[src/seq_status_params.svh]
// constants for the target sequence status block: register offsets, codes, layout
// assumes inclusion by the package and by both design files
`ifndef SEQ_STATUS_PARAMS_SVH
`define SEQ_STATUS_PARAMS_SVH

// ==================================================
// register map (word addresses, one 32-bit word each)
`define OFF_INTERRUPT_CAUSE 8'h05
`define OFF_SEQUENCE_STEP   8'h06
`define OFF_SEQ_COMMAND     8'h00
`define OFF_FIFO_COUNT      8'h07
`define OFF_FIFO_DATA       8'h02
`define ADDR_W              8

// ==================================================
// step codes
`define STEP_0 3'h0
`define STEP_1 3'h1
`define STEP_2 3'h2

// ==================================================
// interrupt status codes
`define CAUSE_DONE  8'h08
`define CAUSE_ATN   8'h18
`define CAUSE_FREE  8'h28
`define CAUSE_NONE  8'h00

// ==================================================
// command codes written by software
`define CMD_RECEIVE   2'h0
`define CMD_DISCON    2'h1
`define CMD_TERMINATE 2'h2
`define CMD_COMPLETE  2'h3

// ==================================================
// fifo and command block layout
`define FIFO_DEPTH  16
`define FIFO_AW     4
`define FIFO_CNT_W  5
`define CDB_LEN     4'h6
`define READ_ZERO   32'h0000_0000
`define CMD_GO_BIT  8

`endif

[src/seq_status_pkg.sv]
// types for the target sequence status block
// assumes seq_status_params.svh is on the include path
`default_nettype none
`include "seq_status_params.svh"
package seq_status_pkg;
	typedef struct packed {
		logic [2:0] step;
		logic [7:0] cause;
	} report_t;

	typedef struct packed {
		logic       req;
		logic       ack;
		logic [7:0] data;
		logic       parity;
		logic       atn;
	} scsi_in_t;

	typedef enum logic [1:0] {
		seq_receive,
		seq_discon,
		seq_terminate,
		seq_complete
	} seq_kind_t;
endpackage
`default_nettype wire

[src/seq_fifo.sv]
// byte fifo that keeps received command bytes for the host
// assumes one clock; writer and reader on the same clock
`default_nettype none
`include "seq_status_params.svh"
module seq_fifo (
	input  wire logic                     clk_i,
	input  wire logic                     sys_rst_i,
	input  wire logic                     wr_i,
	input  wire logic [7:0]               wdata_i,
	input  wire logic                     rd_i,
	output logic      [7:0]               rdata_o,
	output logic      [`FIFO_CNT_W-1:0]   count_o
);
	logic [7:0]               mem_reg [`FIFO_DEPTH];
	logic [`FIFO_AW-1:0]      wptr_reg;
	logic [`FIFO_AW-1:0]      rptr_reg;
	logic [`FIFO_CNT_W-1:0]   cnt_reg;
	wire                      do_wr = wr_i && (cnt_reg != `FIFO_CNT_W'(`FIFO_DEPTH));
	wire                      do_rd = rd_i && (cnt_reg != '0);

	always_ff @(posedge clk_i) begin
		if (do_wr)
			mem_reg[wptr_reg] <= wdata_i;
	end

	always_ff @(posedge clk_i or posedge sys_rst_i) begin
		if (sys_rst_i) begin
			wptr_reg <= '0;
			rptr_reg <= '0;
			cnt_reg  <= '0;
		end else begin
			wptr_reg <= wptr_reg + `FIFO_AW'(do_wr);
			rptr_reg <= rptr_reg + `FIFO_AW'(do_rd);
			cnt_reg  <= cnt_reg + `FIFO_CNT_W'(do_wr) - `FIFO_CNT_W'(do_rd);
		end
	end

	assign rdata_o = mem_reg[rptr_reg];
	assign count_o = cnt_reg;
endmodule
`default_nettype wire

[src/seq_status.sv]
// target sequence engine reduced to its completion and halt reporting
// assumes an avalon-mm master on clk_i and scsi pins from outside the clock domain
`default_nettype none
`include "seq_status_params.svh"
module seq_status (
	input  wire logic                      clk_i,
	input  wire logic                      sys_rst_i,
	input  wire logic [`ADDR_W-1:0]        avs_address_i,
	input  wire logic                      avs_read_i,
	input  wire logic                      avs_write_i,
	input  wire logic [31:0]               avs_writedata_i,
	output logic      [31:0]               avs_readdata_o,
	output logic                           avs_waitrequest_o,
	input  wire seq_status_pkg::scsi_in_t  scsi_i,
	output logic                           scsi_req_o,
	output logic      [7:0]                scsi_data_o,
	output logic                           scsi_data_oe_o,
	output logic                           scsi_bsy_o,
	output logic                           seq_irq_o
);
	// ==================================================
	// pin synchronisers
	seq_status_pkg::scsi_in_t pin_meta_reg;
	seq_status_pkg::scsi_in_t pin_reg;
	logic                     ack_prev_reg;

	always_ff @(posedge clk_i or posedge sys_rst_i) begin
		if (sys_rst_i) begin
			pin_meta_reg <= '0;
			pin_reg      <= '0;
			ack_prev_reg <= 1'b0;
		end else begin
			pin_meta_reg <= scsi_i;
			pin_reg      <= pin_meta_reg;
			ack_prev_reg <= pin_reg.ack;
		end
	end

	wire ack_rise = pin_reg.ack && !ack_prev_reg;
	wire atn      = pin_reg.atn;
	wire par_bad  = ~^{pin_reg.data, pin_reg.parity};

	// ==================================================
	// register bus decode
	typedef enum logic [2:0] {
		st_idle,
		st_cmd_req,
		st_cmd_ack,
		st_stat,
		st_msg,
		st_release
	} state_t;

	state_t                   state_reg;
	state_t                   state_next;
	seq_status_pkg::seq_kind_t kind_reg;
	logic                     pend_reg;
	logic  [2:0]              step_reg;
	logic  [7:0]              cause_reg;
	logic  [3:0]              bytes_reg;
	logic  [31:0]             rdata_reg;
	logic                     wait_reg;
	logic  [`FIFO_CNT_W-1:0]  fifo_count;
	logic  [7:0]              fifo_rdata;

	function automatic logic hit(input logic [`ADDR_W-1:0] a, input logic [`ADDR_W-1:0] off);
		hit = (a == off);
	endfunction

	// one wait cycle on every access so read data is registered
	wire bus_req   = (avs_read_i || avs_write_i) && wait_reg;
	wire rd_cause  = bus_req && avs_read_i && hit(avs_address_i, `OFF_INTERRUPT_CAUSE);
	wire rd_fifo   = bus_req && avs_read_i && hit(avs_address_i, `OFF_FIFO_DATA);
	wire wr_cmd    = bus_req && avs_write_i && hit(avs_address_i, `OFF_SEQ_COMMAND)
	                 && avs_writedata_i[`CMD_GO_BIT];
	wire start     = wr_cmd && (state_reg == st_idle);
	wire [1:0] cmd = avs_writedata_i[1:0];

	wire [31:0] rd_mux =
		hit(avs_address_i, `OFF_INTERRUPT_CAUSE) ? {24'h0, cause_reg} :
		hit(avs_address_i, `OFF_SEQUENCE_STEP)   ? {29'h0, step_reg} :
		hit(avs_address_i, `OFF_FIFO_COUNT)      ? {27'h0, fifo_count} :
		hit(avs_address_i, `OFF_FIFO_DATA)       ? {24'h0, fifo_rdata} :
		hit(avs_address_i, `OFF_SEQ_COMMAND)     ? {29'h0, (state_reg != st_idle), kind_reg} :
		`READ_ZERO;

	always_ff @(posedge clk_i or posedge sys_rst_i) begin
		if (sys_rst_i) begin
			wait_reg  <= 1'b1;
			rdata_reg <= '0;
		end else begin
			wait_reg  <= !bus_req;
			if (bus_req)
				rdata_reg <= rd_mux;
		end
	end

	// ==================================================
	// sequence engine
	wire in_cmd   = (state_reg == st_cmd_ack) && ack_rise;
	wire cdb_done = in_cmd && !par_bad && (bytes_reg == `CDB_LEN - 4'h1);
	wire par_halt = in_cmd && par_bad;
	wire stat_out = (state_reg == st_stat) && ack_rise;
	wire msg_out  = (state_reg == st_msg) && ack_rise;
	wire rel_done = (state_reg == st_release);

	// report capture: which step and cause the current event produces
	logic                     fin;
	seq_status_pkg::report_t  rep;

	always_comb begin
		fin = 1'b0;
		rep = '{step: `STEP_0, cause: `CAUSE_NONE};
		if (cdb_done) begin
			fin = 1'b1;
			rep = atn ? '{step: `STEP_2, cause: `CAUSE_ATN}
			          : '{step: `STEP_2, cause: `CAUSE_DONE};
		end else if (par_halt) begin
			fin = 1'b1;
			rep = atn ? '{step: `STEP_1, cause: `CAUSE_ATN}
			          : '{step: `STEP_1, cause: `CAUSE_DONE};
		end else if (stat_out && atn) begin
			fin = 1'b1;
			rep = '{step: `STEP_0, cause: `CAUSE_ATN};
		end else if (msg_out && atn) begin
			fin = 1'b1;
			rep = '{step: `STEP_1, cause: `CAUSE_ATN};
		end else if (msg_out && kind_reg == seq_status_pkg::seq_complete) begin
			fin = 1'b1;
			rep = '{step: `STEP_2, cause: `CAUSE_DONE};
		end else if (rel_done) begin
			fin = 1'b1;
			rep = (kind_reg == seq_status_pkg::seq_terminate)
			      ? '{step: `STEP_2, cause: `CAUSE_FREE}
			      : '{step: `STEP_0, cause: `CAUSE_FREE};
		end
	end

	always_comb begin
		state_next = state_reg;
		unique case (state_reg)
			st_idle: begin
				if (start) begin
					unique case (cmd)
						`CMD_RECEIVE:   state_next = st_cmd_req;
						`CMD_DISCON:    state_next = st_release;
						`CMD_TERMINATE: state_next = st_stat;
						`CMD_COMPLETE:  state_next = st_stat;
					endcase
				end
			end
			st_cmd_req: state_next = st_cmd_ack;
			st_cmd_ack: begin
				if (fin)
					state_next = st_idle;
				else if (ack_rise)
					state_next = st_cmd_req;
			end
			st_stat: begin
				if (fin)
					state_next = st_idle;
				else if (stat_out)
					state_next = st_msg;
			end
			st_msg: begin
				if (fin)
					state_next = st_idle;
				else if (msg_out)
					state_next = st_release;
			end
			st_release: state_next = st_idle;
		endcase
	end

	always_ff @(posedge clk_i or posedge sys_rst_i) begin
		if (sys_rst_i) begin
			state_reg <= st_idle;
			kind_reg  <= seq_status_pkg::seq_receive;
			bytes_reg <= '0;
		end else begin
			state_reg <= state_next;
			if (start) begin
				kind_reg  <= seq_status_pkg::seq_kind_t'(cmd);
				bytes_reg <= '0;
			end else if (in_cmd)
				bytes_reg <= bytes_reg + 4'h1;
		end
	end

	// ==================================================
	// status capture; a new report wins over the clearing read
	always_ff @(posedge clk_i or posedge sys_rst_i) begin
		if (sys_rst_i) begin
			step_reg  <= `STEP_0;
			cause_reg <= `CAUSE_NONE;
			pend_reg  <= 1'b0;
		end else if (fin) begin
			step_reg  <= rep.step;
			cause_reg <= rep.cause;
			pend_reg  <= 1'b1;
		end else if (rd_cause)
			pend_reg  <= 1'b0;
	end

	// ==================================================
	// scsi drive
	logic req_reg;
	logic oe_reg;
	logic bsy_reg;
	logic [7:0] dout_reg;
	wire  drive_in = (state_next == st_stat) || (state_next == st_msg);

	always_ff @(posedge clk_i or posedge sys_rst_i) begin
		if (sys_rst_i) begin
			req_reg  <= 1'b0;
			oe_reg   <= 1'b0;
			bsy_reg  <= 1'b0;
			dout_reg <= '0;
		end else begin
			req_reg  <= (state_next == st_cmd_req) || (drive_in && !ack_rise);
			oe_reg   <= drive_in;
			dout_reg <= (state_next == st_msg) ? 8'h00 : 8'h02;
			bsy_reg  <= (state_next != st_idle) && (state_next != st_release);
		end
	end

	// ==================================================
	// fifo keeps command bytes across a halt
	seq_fifo u_fifo (
		.clk_i     (clk_i),
		.sys_rst_i (sys_rst_i),
		.wr_i      (in_cmd && !par_bad),
		.wdata_i   (pin_reg.data),
		.rd_i      (rd_fifo),
		.rdata_o   (fifo_rdata),
		.count_o   (fifo_count)
	);

	assign avs_readdata_o    = rdata_reg;
	assign avs_waitrequest_o = wait_reg;
	assign scsi_req_o        = req_reg;
	assign scsi_data_o       = dout_reg;
	assign scsi_data_oe_o    = oe_reg;
	assign scsi_bsy_o        = bsy_reg;
	assign seq_irq_o         = pend_reg;

	// ==================================================
	// checks: report codes
	a_cdb_atn: assert property (@(posedge clk_i) disable iff (sys_rst_i)
		cdb_done && atn |=> step_reg == `STEP_2 && cause_reg == `CAUSE_ATN)
		else $error("cdb with atn wrong code");
	a_cdb_plain: assert property (@(posedge clk_i) disable iff (sys_rst_i)
		cdb_done && !atn |=> step_reg == `STEP_2 && cause_reg == `CAUSE_DONE)
		else $error("cdb without atn wrong code");
	a_par_atn: assert property (@(posedge clk_i) disable iff (sys_rst_i)
		par_halt && atn |=> step_reg == `STEP_1 && cause_reg == `CAUSE_ATN)
		else $error("parity with atn wrong code");
	a_par_plain: assert property (@(posedge clk_i) disable iff (sys_rst_i)
		par_halt && !atn |=> step_reg == `STEP_1 && cause_reg == `CAUSE_DONE)
		else $error("parity wrong code");
	a_par_stop: assert property (@(posedge clk_i) disable iff (sys_rst_i)
		par_halt |=> state_reg == st_idle && !req_reg)
		else $error("parity halt kept handshaking");
	a_stat_atn: assert property (@(posedge clk_i) disable iff (sys_rst_i)
		stat_out && atn |=> step_reg == `STEP_0 && state_reg == st_idle)
		else $error("status halt wrong");
	a_cmp_stat: assert property (@(posedge clk_i) disable iff (sys_rst_i)
		stat_out && atn && kind_reg == seq_status_pkg::seq_complete
		|=> step_reg == `STEP_0 && cause_reg == `CAUSE_ATN)
		else $error("complete status halt wrong");
	a_stat_stop: assert property (@(posedge clk_i) disable iff (sys_rst_i)
		stat_out && atn |=> !oe_reg && !req_reg)
		else $error("message byte offered after halt");
	a_msg_atn: assert property (@(posedge clk_i) disable iff (sys_rst_i)
		msg_out && atn |=> step_reg == `STEP_1 && cause_reg == `CAUSE_ATN)
		else $error("message halt wrong");
	a_cmp_msg: assert property (@(posedge clk_i) disable iff (sys_rst_i)
		msg_out && atn && kind_reg == seq_status_pkg::seq_complete
		|=> step_reg == `STEP_1 && cause_reg == `CAUSE_ATN)
		else $error("complete message halt wrong");
	a_msg_stop: assert property (@(posedge clk_i) disable iff (sys_rst_i)
		msg_out && atn |=> state_reg == st_idle && !oe_reg)
		else $error("message halt kept driving");
	a_cmp_done: assert property (@(posedge clk_i) disable iff (sys_rst_i)
		msg_out && !atn && kind_reg == seq_status_pkg::seq_complete
		|=> step_reg == `STEP_2 && cause_reg == `CAUSE_DONE)
		else $error("complete end wrong code");
	a_free_bus: assert property (@(posedge clk_i) disable iff (sys_rst_i)
		rel_done |=> !bsy_reg && cause_reg == `CAUSE_FREE)
		else $error("bus not freed");
	a_term_free: assert property (@(posedge clk_i) disable iff (sys_rst_i)
		rel_done && kind_reg == seq_status_pkg::seq_terminate
		|=> step_reg == `STEP_2 && cause_reg == `CAUSE_FREE && !bsy_reg)
		else $error("terminate end wrong code");

	// ==================================================
	// checks: report hold, bus and fifo
	a_report_pair: assert property (@(posedge clk_i) disable iff (sys_rst_i)
		$rose(pend_reg) |-> (cause_reg != `CAUSE_NONE))
		else $error("report raised without cause");
	a_step_hold: assert property (@(posedge clk_i) disable iff (sys_rst_i)
		!fin |=> $stable(step_reg) && $stable(cause_reg))
		else $error("report changed without event");
	a_pend_set: assert property (@(posedge clk_i) disable iff (sys_rst_i)
		fin |=> pend_reg)
		else $error("report without interrupt");
	a_irq_clear: assert property (@(posedge clk_i) disable iff (sys_rst_i)
		rd_cause && !fin |=> !pend_reg)
		else $error("interrupt not cleared by read");
	a_irq_hold: assert property (@(posedge clk_i) disable iff (sys_rst_i)
		pend_reg && !rd_cause |=> pend_reg)
		else $error("interrupt dropped before read");
	a_oe_free: assert property (@(posedge clk_i) disable iff (sys_rst_i)
		!bsy_reg |-> !oe_reg)
		else $error("data driven while bus free");
	a_fifo_keep: assert property (@(posedge clk_i) disable iff (sys_rst_i)
		par_halt && !rd_fifo |=> $stable(fifo_count))
		else $error("fifo lost bytes on halt");

	c_receive: cover property (@(posedge clk_i) disable iff (sys_rst_i) cdb_done);
	c_par: cover property (@(posedge clk_i) disable iff (sys_rst_i) par_halt);
	c_term: cover property (@(posedge clk_i) disable iff (sys_rst_i)
		rel_done && kind_reg == seq_status_pkg::seq_terminate);
	c_halt_atn: cover property (@(posedge clk_i) disable iff (sys_rst_i) stat_out && atn);
	c_complete: cover property (@(posedge clk_i) disable iff (sys_rst_i)
		msg_out && !atn && kind_reg == seq_status_pkg::seq_complete);
endmodule
`default_nettype wire

[config.mk]
export PLATFORM = sky130hd
export DESIGN_NAME = seq_status
export DESIGN_NICKNAME = d
export VERILOG_FILES = /design/src/seq_status_pkg.sv /design/src/seq_fifo.sv /design/src/seq_status.sv
export VERILOG_INCLUDE_DIRS = /design/src
export SDC_FILE = /design/constraint.sdc
export NUM_CORES = 1
export LEC_CHECK = 0
export ABC_AREA = 1
export BUFFER_PORTS_ARGS = -buffer_cell sky130_fd_sc_hd__buf_2
export CORE_UTILIZATION = 42
export CTS_BUF_LIST = sky130_fd_sc_hd__clkbuf_4 sky130_fd_sc_hd__clkbuf_8 sky130_fd_sc_hd__clkbuf_16
export DETAILED_ROUTE_END_ITERATION = 10
export GPL_ROUTABILITY_DRIVEN = 0
export HOLD_SLACK_MARGIN = 0.05
export SYNTH_ARGS = -nofsm -noshare
export SYNTH_HDL_FRONTEND = slang
export SYNTH_SLANG_ARGS = --single-unit
[constraint.sdc]
create_clock -name clk_i -period 5.15 [get_ports clk_i]
set_input_delay 0.515 -clock clk_i [delete_from_list [all_inputs] [get_ports clk_i]]
set_output_delay 0.515 -clock clk_i [all_outputs]
set_load 0.005 [all_outputs]
==> qor.csv <==
stage,metric,value,unit
status,status,"complete, no violations",
min_path,Hold Path Class,in -> reg,
critical_path,CP Launch Type,flip-flop,
routing,final wirelength,17.4,mm
timing,worst-case hold slack,0.187,ns
power,Logic pwr share,16.8,%
power,Seq pwr share,49.7,%
global_routing,Total GRT Usage,18.6,%
routing,DR iter-0 viols,424,
yosys,"FFs w/ async S/R, synth",33.3,%
floorplanning,Core ar.,0.0195,mm^2
routing,post-DR vias/cell,5.05,
yosys,Synth Area in Compound Gates,8.87,%
critical_path,crit path cell chain,nor2_1 -> nor2_1 -> nand2_1 -> nand2_1 -> inv_2 -> nand2_2 -> nand3_2 -> a21oi_2 -> nand3_1 -> nor2_1,
global_routing,initial antenna violation count,0,
cts,Post-CTS Setup Bufs,0,
yosys,Netlist Area Pre-Place,0.00833,mm^2
cts,CTS tree,yes,
critical_path,R2R depth,10,
critical_path,reg-to-reg startpoint,pin_reg[4],
floorplanning,starting density of the core,42.8,%
cts,CTS Sinks,192,
critical_path,CP Class,reg -> reg,
critical_path,crit path to,u_fifo.mem_reg[11][1],
yosys,#FFs+latches synth,192,
routing,via count,5267,
critical_path,slowest CP cell,dfrtp_1,
yosys,"Seq/Total Area, Yosys",65.4,%
yosys,Post-synth EDFFs,128,
floorplanning,Ports,101,
global_routing,largest net degree at the start of global routing,70,
yosys,Yosys cell types,49,
yosys,Post-Synth Simple-Gate Area,15.1,%
yosys,Post-Synth Adder-Cell Area,2.04,%
cts,clock-pin transition on the worst setup and hold timing paths,0.07,ns
power,PwrDens,406,mW/mm^2
timing,Worst-Margin Slew,0.864,ns
yosys,Gate Count Post-Synth,727,
layout,max FFs per register,128,
place,placed insts,1011,
global_routing,global-route wire length before repair,27.7,mm
timing,Slew headroom,42.2,%
timing,Slew Limit Fails,0,
timing,final setup fails,0,
cts,cts hold-fix bufs,0,
floorplanning,chip width,143,um
power,internal power,2.68,mW
flow_run,max-cap violations,0,
place,Post-DP HPWL,11.3,mm
floorplanning,die height,143,um
yosys,Ys Warns,0,
cts,Post-CTS Resized,0,
layout,Final Net Count,834,
timing,Max Clk Rate,319,MHz
cts,CTS Root Cell,clkbuf_16,
power,sw frac,28.4,%
critical_path,CP startpoint,pin_reg[4],
cts,Skew-Pair Late Insertion Delay,0.43,ns
power,Leakage,3.79,nW
critical_path,worst path arrival time,3.19,ns
layout,Layout fillers,1733,
timing,post-route clock period utilization,60.9,%
power,switching pwr,1.06,mW
yosys,largest family of logic cells by synthesized area,simple AND/OR/NAND/NOR gates,
critical_path,"Largest stage delay, worst path",0.87,ns
yosys,XOR/XNOR Fraction of Synth Area,1.37,%
critical_path,"setup slack, reg-to-reg",2.02,ns
power,clock share of power,33.5,%
yosys,mux share of post-synthesis cell area,0.120,%
timing,setup tns final,0,ns
timing,endpoints failing hold,0,
yosys,synth top area cells,"edfxtp_1, dfrtp_1, nand2_1",
global_routing,total grt overflow,0,
cts,Clock Tree Buf Depth,2,
critical_path,Worst EP required,5.20,ns
place,IO buf count,39,
floorplanning,# rows,51,
layout,n_diodes,0,
yosys,syn avg cell area,11.5,um^2
timing,setup skew after layout,0.0124,ns
critical_path,"most used cell, CP",nor2_1,
timing,Tmin final,3.13,ns
floorplanning,die area,0.0204,mm^2
layout,Layout area overhead,10.8,%
routing,Detailed Routing Iterations Pass 1,7,
cts,Num CTS Buffers,17,
yosys,"Top FF cell, synth",edfxtp_1,
layout,fin cells,1043,
yosys,post-synth top area share,46.1,%
timing,unrepaired setup endpoints after global routing,no,
yosys,Yosys top cell by area,edfxtp_1,
critical_path,RR Endpoint,u_fifo.mem_reg[11][1],
global_routing,vias in the first global route,5107,
power,Max IR drop VDD,271,uV
routing,antenna-violating nets left,0,
routing,DR WL/cell,16.6,um
critical_path,CP Max Fanout,19,
critical_path,Crit. End Element,flip-flop,
cts,H-tree depth,4,
routing,Post-route DRC,0,
layout,layout cells sized above 1,15.9,%
worst min path at each step:
| stage | startpoint | to | slack [ns] | cells past startpoint |
|---|---|---|---|---|
| global placement | pin_meta_reg[2] | pin_reg[2] | 0.33 | 0 |
| CTS | scsi_i[4] | pin_meta_reg[4] | 0.17 | 1 |
| finish | scsi_i[4] | pin_meta_reg[4] | 0.19 | 1 |
| global route | scsi_i[3] | pin_meta_reg[3] | 0.16 | 1 |
| detailed placement | pin_meta_reg[3] | pin_reg[3] | 0.33 | 0 |
| floorplan | pin_meta_reg[0] | atn | 0.33 | 0 |
cells in the final DEF (no fill, tap or decap), types with 3 or more instances in the layout:
cell type / instances
dfrtp_1: 62
clkinv_4: 4
a31oi_1: 3
o221ai_1: 6
o211ai_1: 8
conb_1: 31
o21ai_0: 57
ha_1: 12
nand3_2: 3
nor2_2: 9
o21ai_1: 10
nor2_1: 75
nand4_1: 12
nand3_1: 32
nand2_4: 8
xor2_1: 9
a311oi_1: 3
clkinv_2: 4
buf_4: 4
nand2_2: 7
nand2_1: 107
o22ai_1: 9
inv_1: 55
buf_2: 39
clkbuf_4: 3
a21oi_1: 18
edfxtp_1: 128
xnor2_1: 4
clkbuf_16: 19
inv_2: 7
power groups by stage:
stage	combinational, mW	clock, mW	sequential (mW)
3_5_place_dp	0.630	0	1.89
3_3_place_gp	0.602	0	1.89
2_1_floorplan	0.515	0	1.86
5_1_grt	0.726	1.34	1.88
4_1_cts	0.637	1.28	1.86
6_report	0.630	1.26	1.86
metal layers:
metal	share of wire [%]	global-route usage [%]	vias to the layer above
li1	-	-	2530
met1	45	24.6	2584
met2	49	30.9	136
met3	4.2	3.52	17
met4	1.5	5.83	0
met5	0	0	-
worst max-delay path: cells and delay by family, from the launching register on:
kind / cells / cell delay (ns)
AOI/OAI and AO/OA: 1 / 0.31
buffers and inverters: 1 / 0.04
DFF: 1 / 0.87
and+or+nand+nor: 8 / 1.54
stage by stage:
stage,instance area [um^2],setup WS (ns),util (%),total power [mW]
3_5_place_dp,8660,1.98,44.5,2.52
5_1_grt,9230,1.70,47.4,3.95
6_report,9230,2.02,47.4,3.75
2_1_floorplan,8450,2.53,-,2.38
3_3_place_gp,8660,2.04,44.5,2.49
4_1_cts,9230,1.97,47.4,3.78
cells in the mapped netlist (all sizes together), types with 3 or more instances:
library cell / instances
a21oi: 20
a311oi: 3
a31oi: 3
buf: 49
clkbuf: 5
dfrtp: 63
edfxtp: 128
ha: 12
inv: 63
nand2: 122
nand3: 35
nand4: 14
nor2: 87
nor4: 3
o211ai: 8
o21ai: 69
o221ai: 6
o22ai: 9
xnor2: 4
xor2: 9
area by class of cell:
type	count	area (um^2)	area share (%)
multi-input cells	446	2410	26.1
repair buffers	43	225	2.44
inverters	65	248	2.68
flip-flops and latches	192	5450	59.0
clock inverters	10	76.3	0.827
well taps	265	332	3.59
clock buffers	22	498	5.39
cells by family (layout without fill, tap and decap cells):
logic type      count (synthesis)  count (layout)
xor+xnor                       13              13
compound gates                124             124
buf+inv                       119             140
fa+ha+maj                      13              13
other cells                     1              31
flops                         192             192
simple gates                  264             264
mux                             1               1
(Power assumes the default switching activity.)
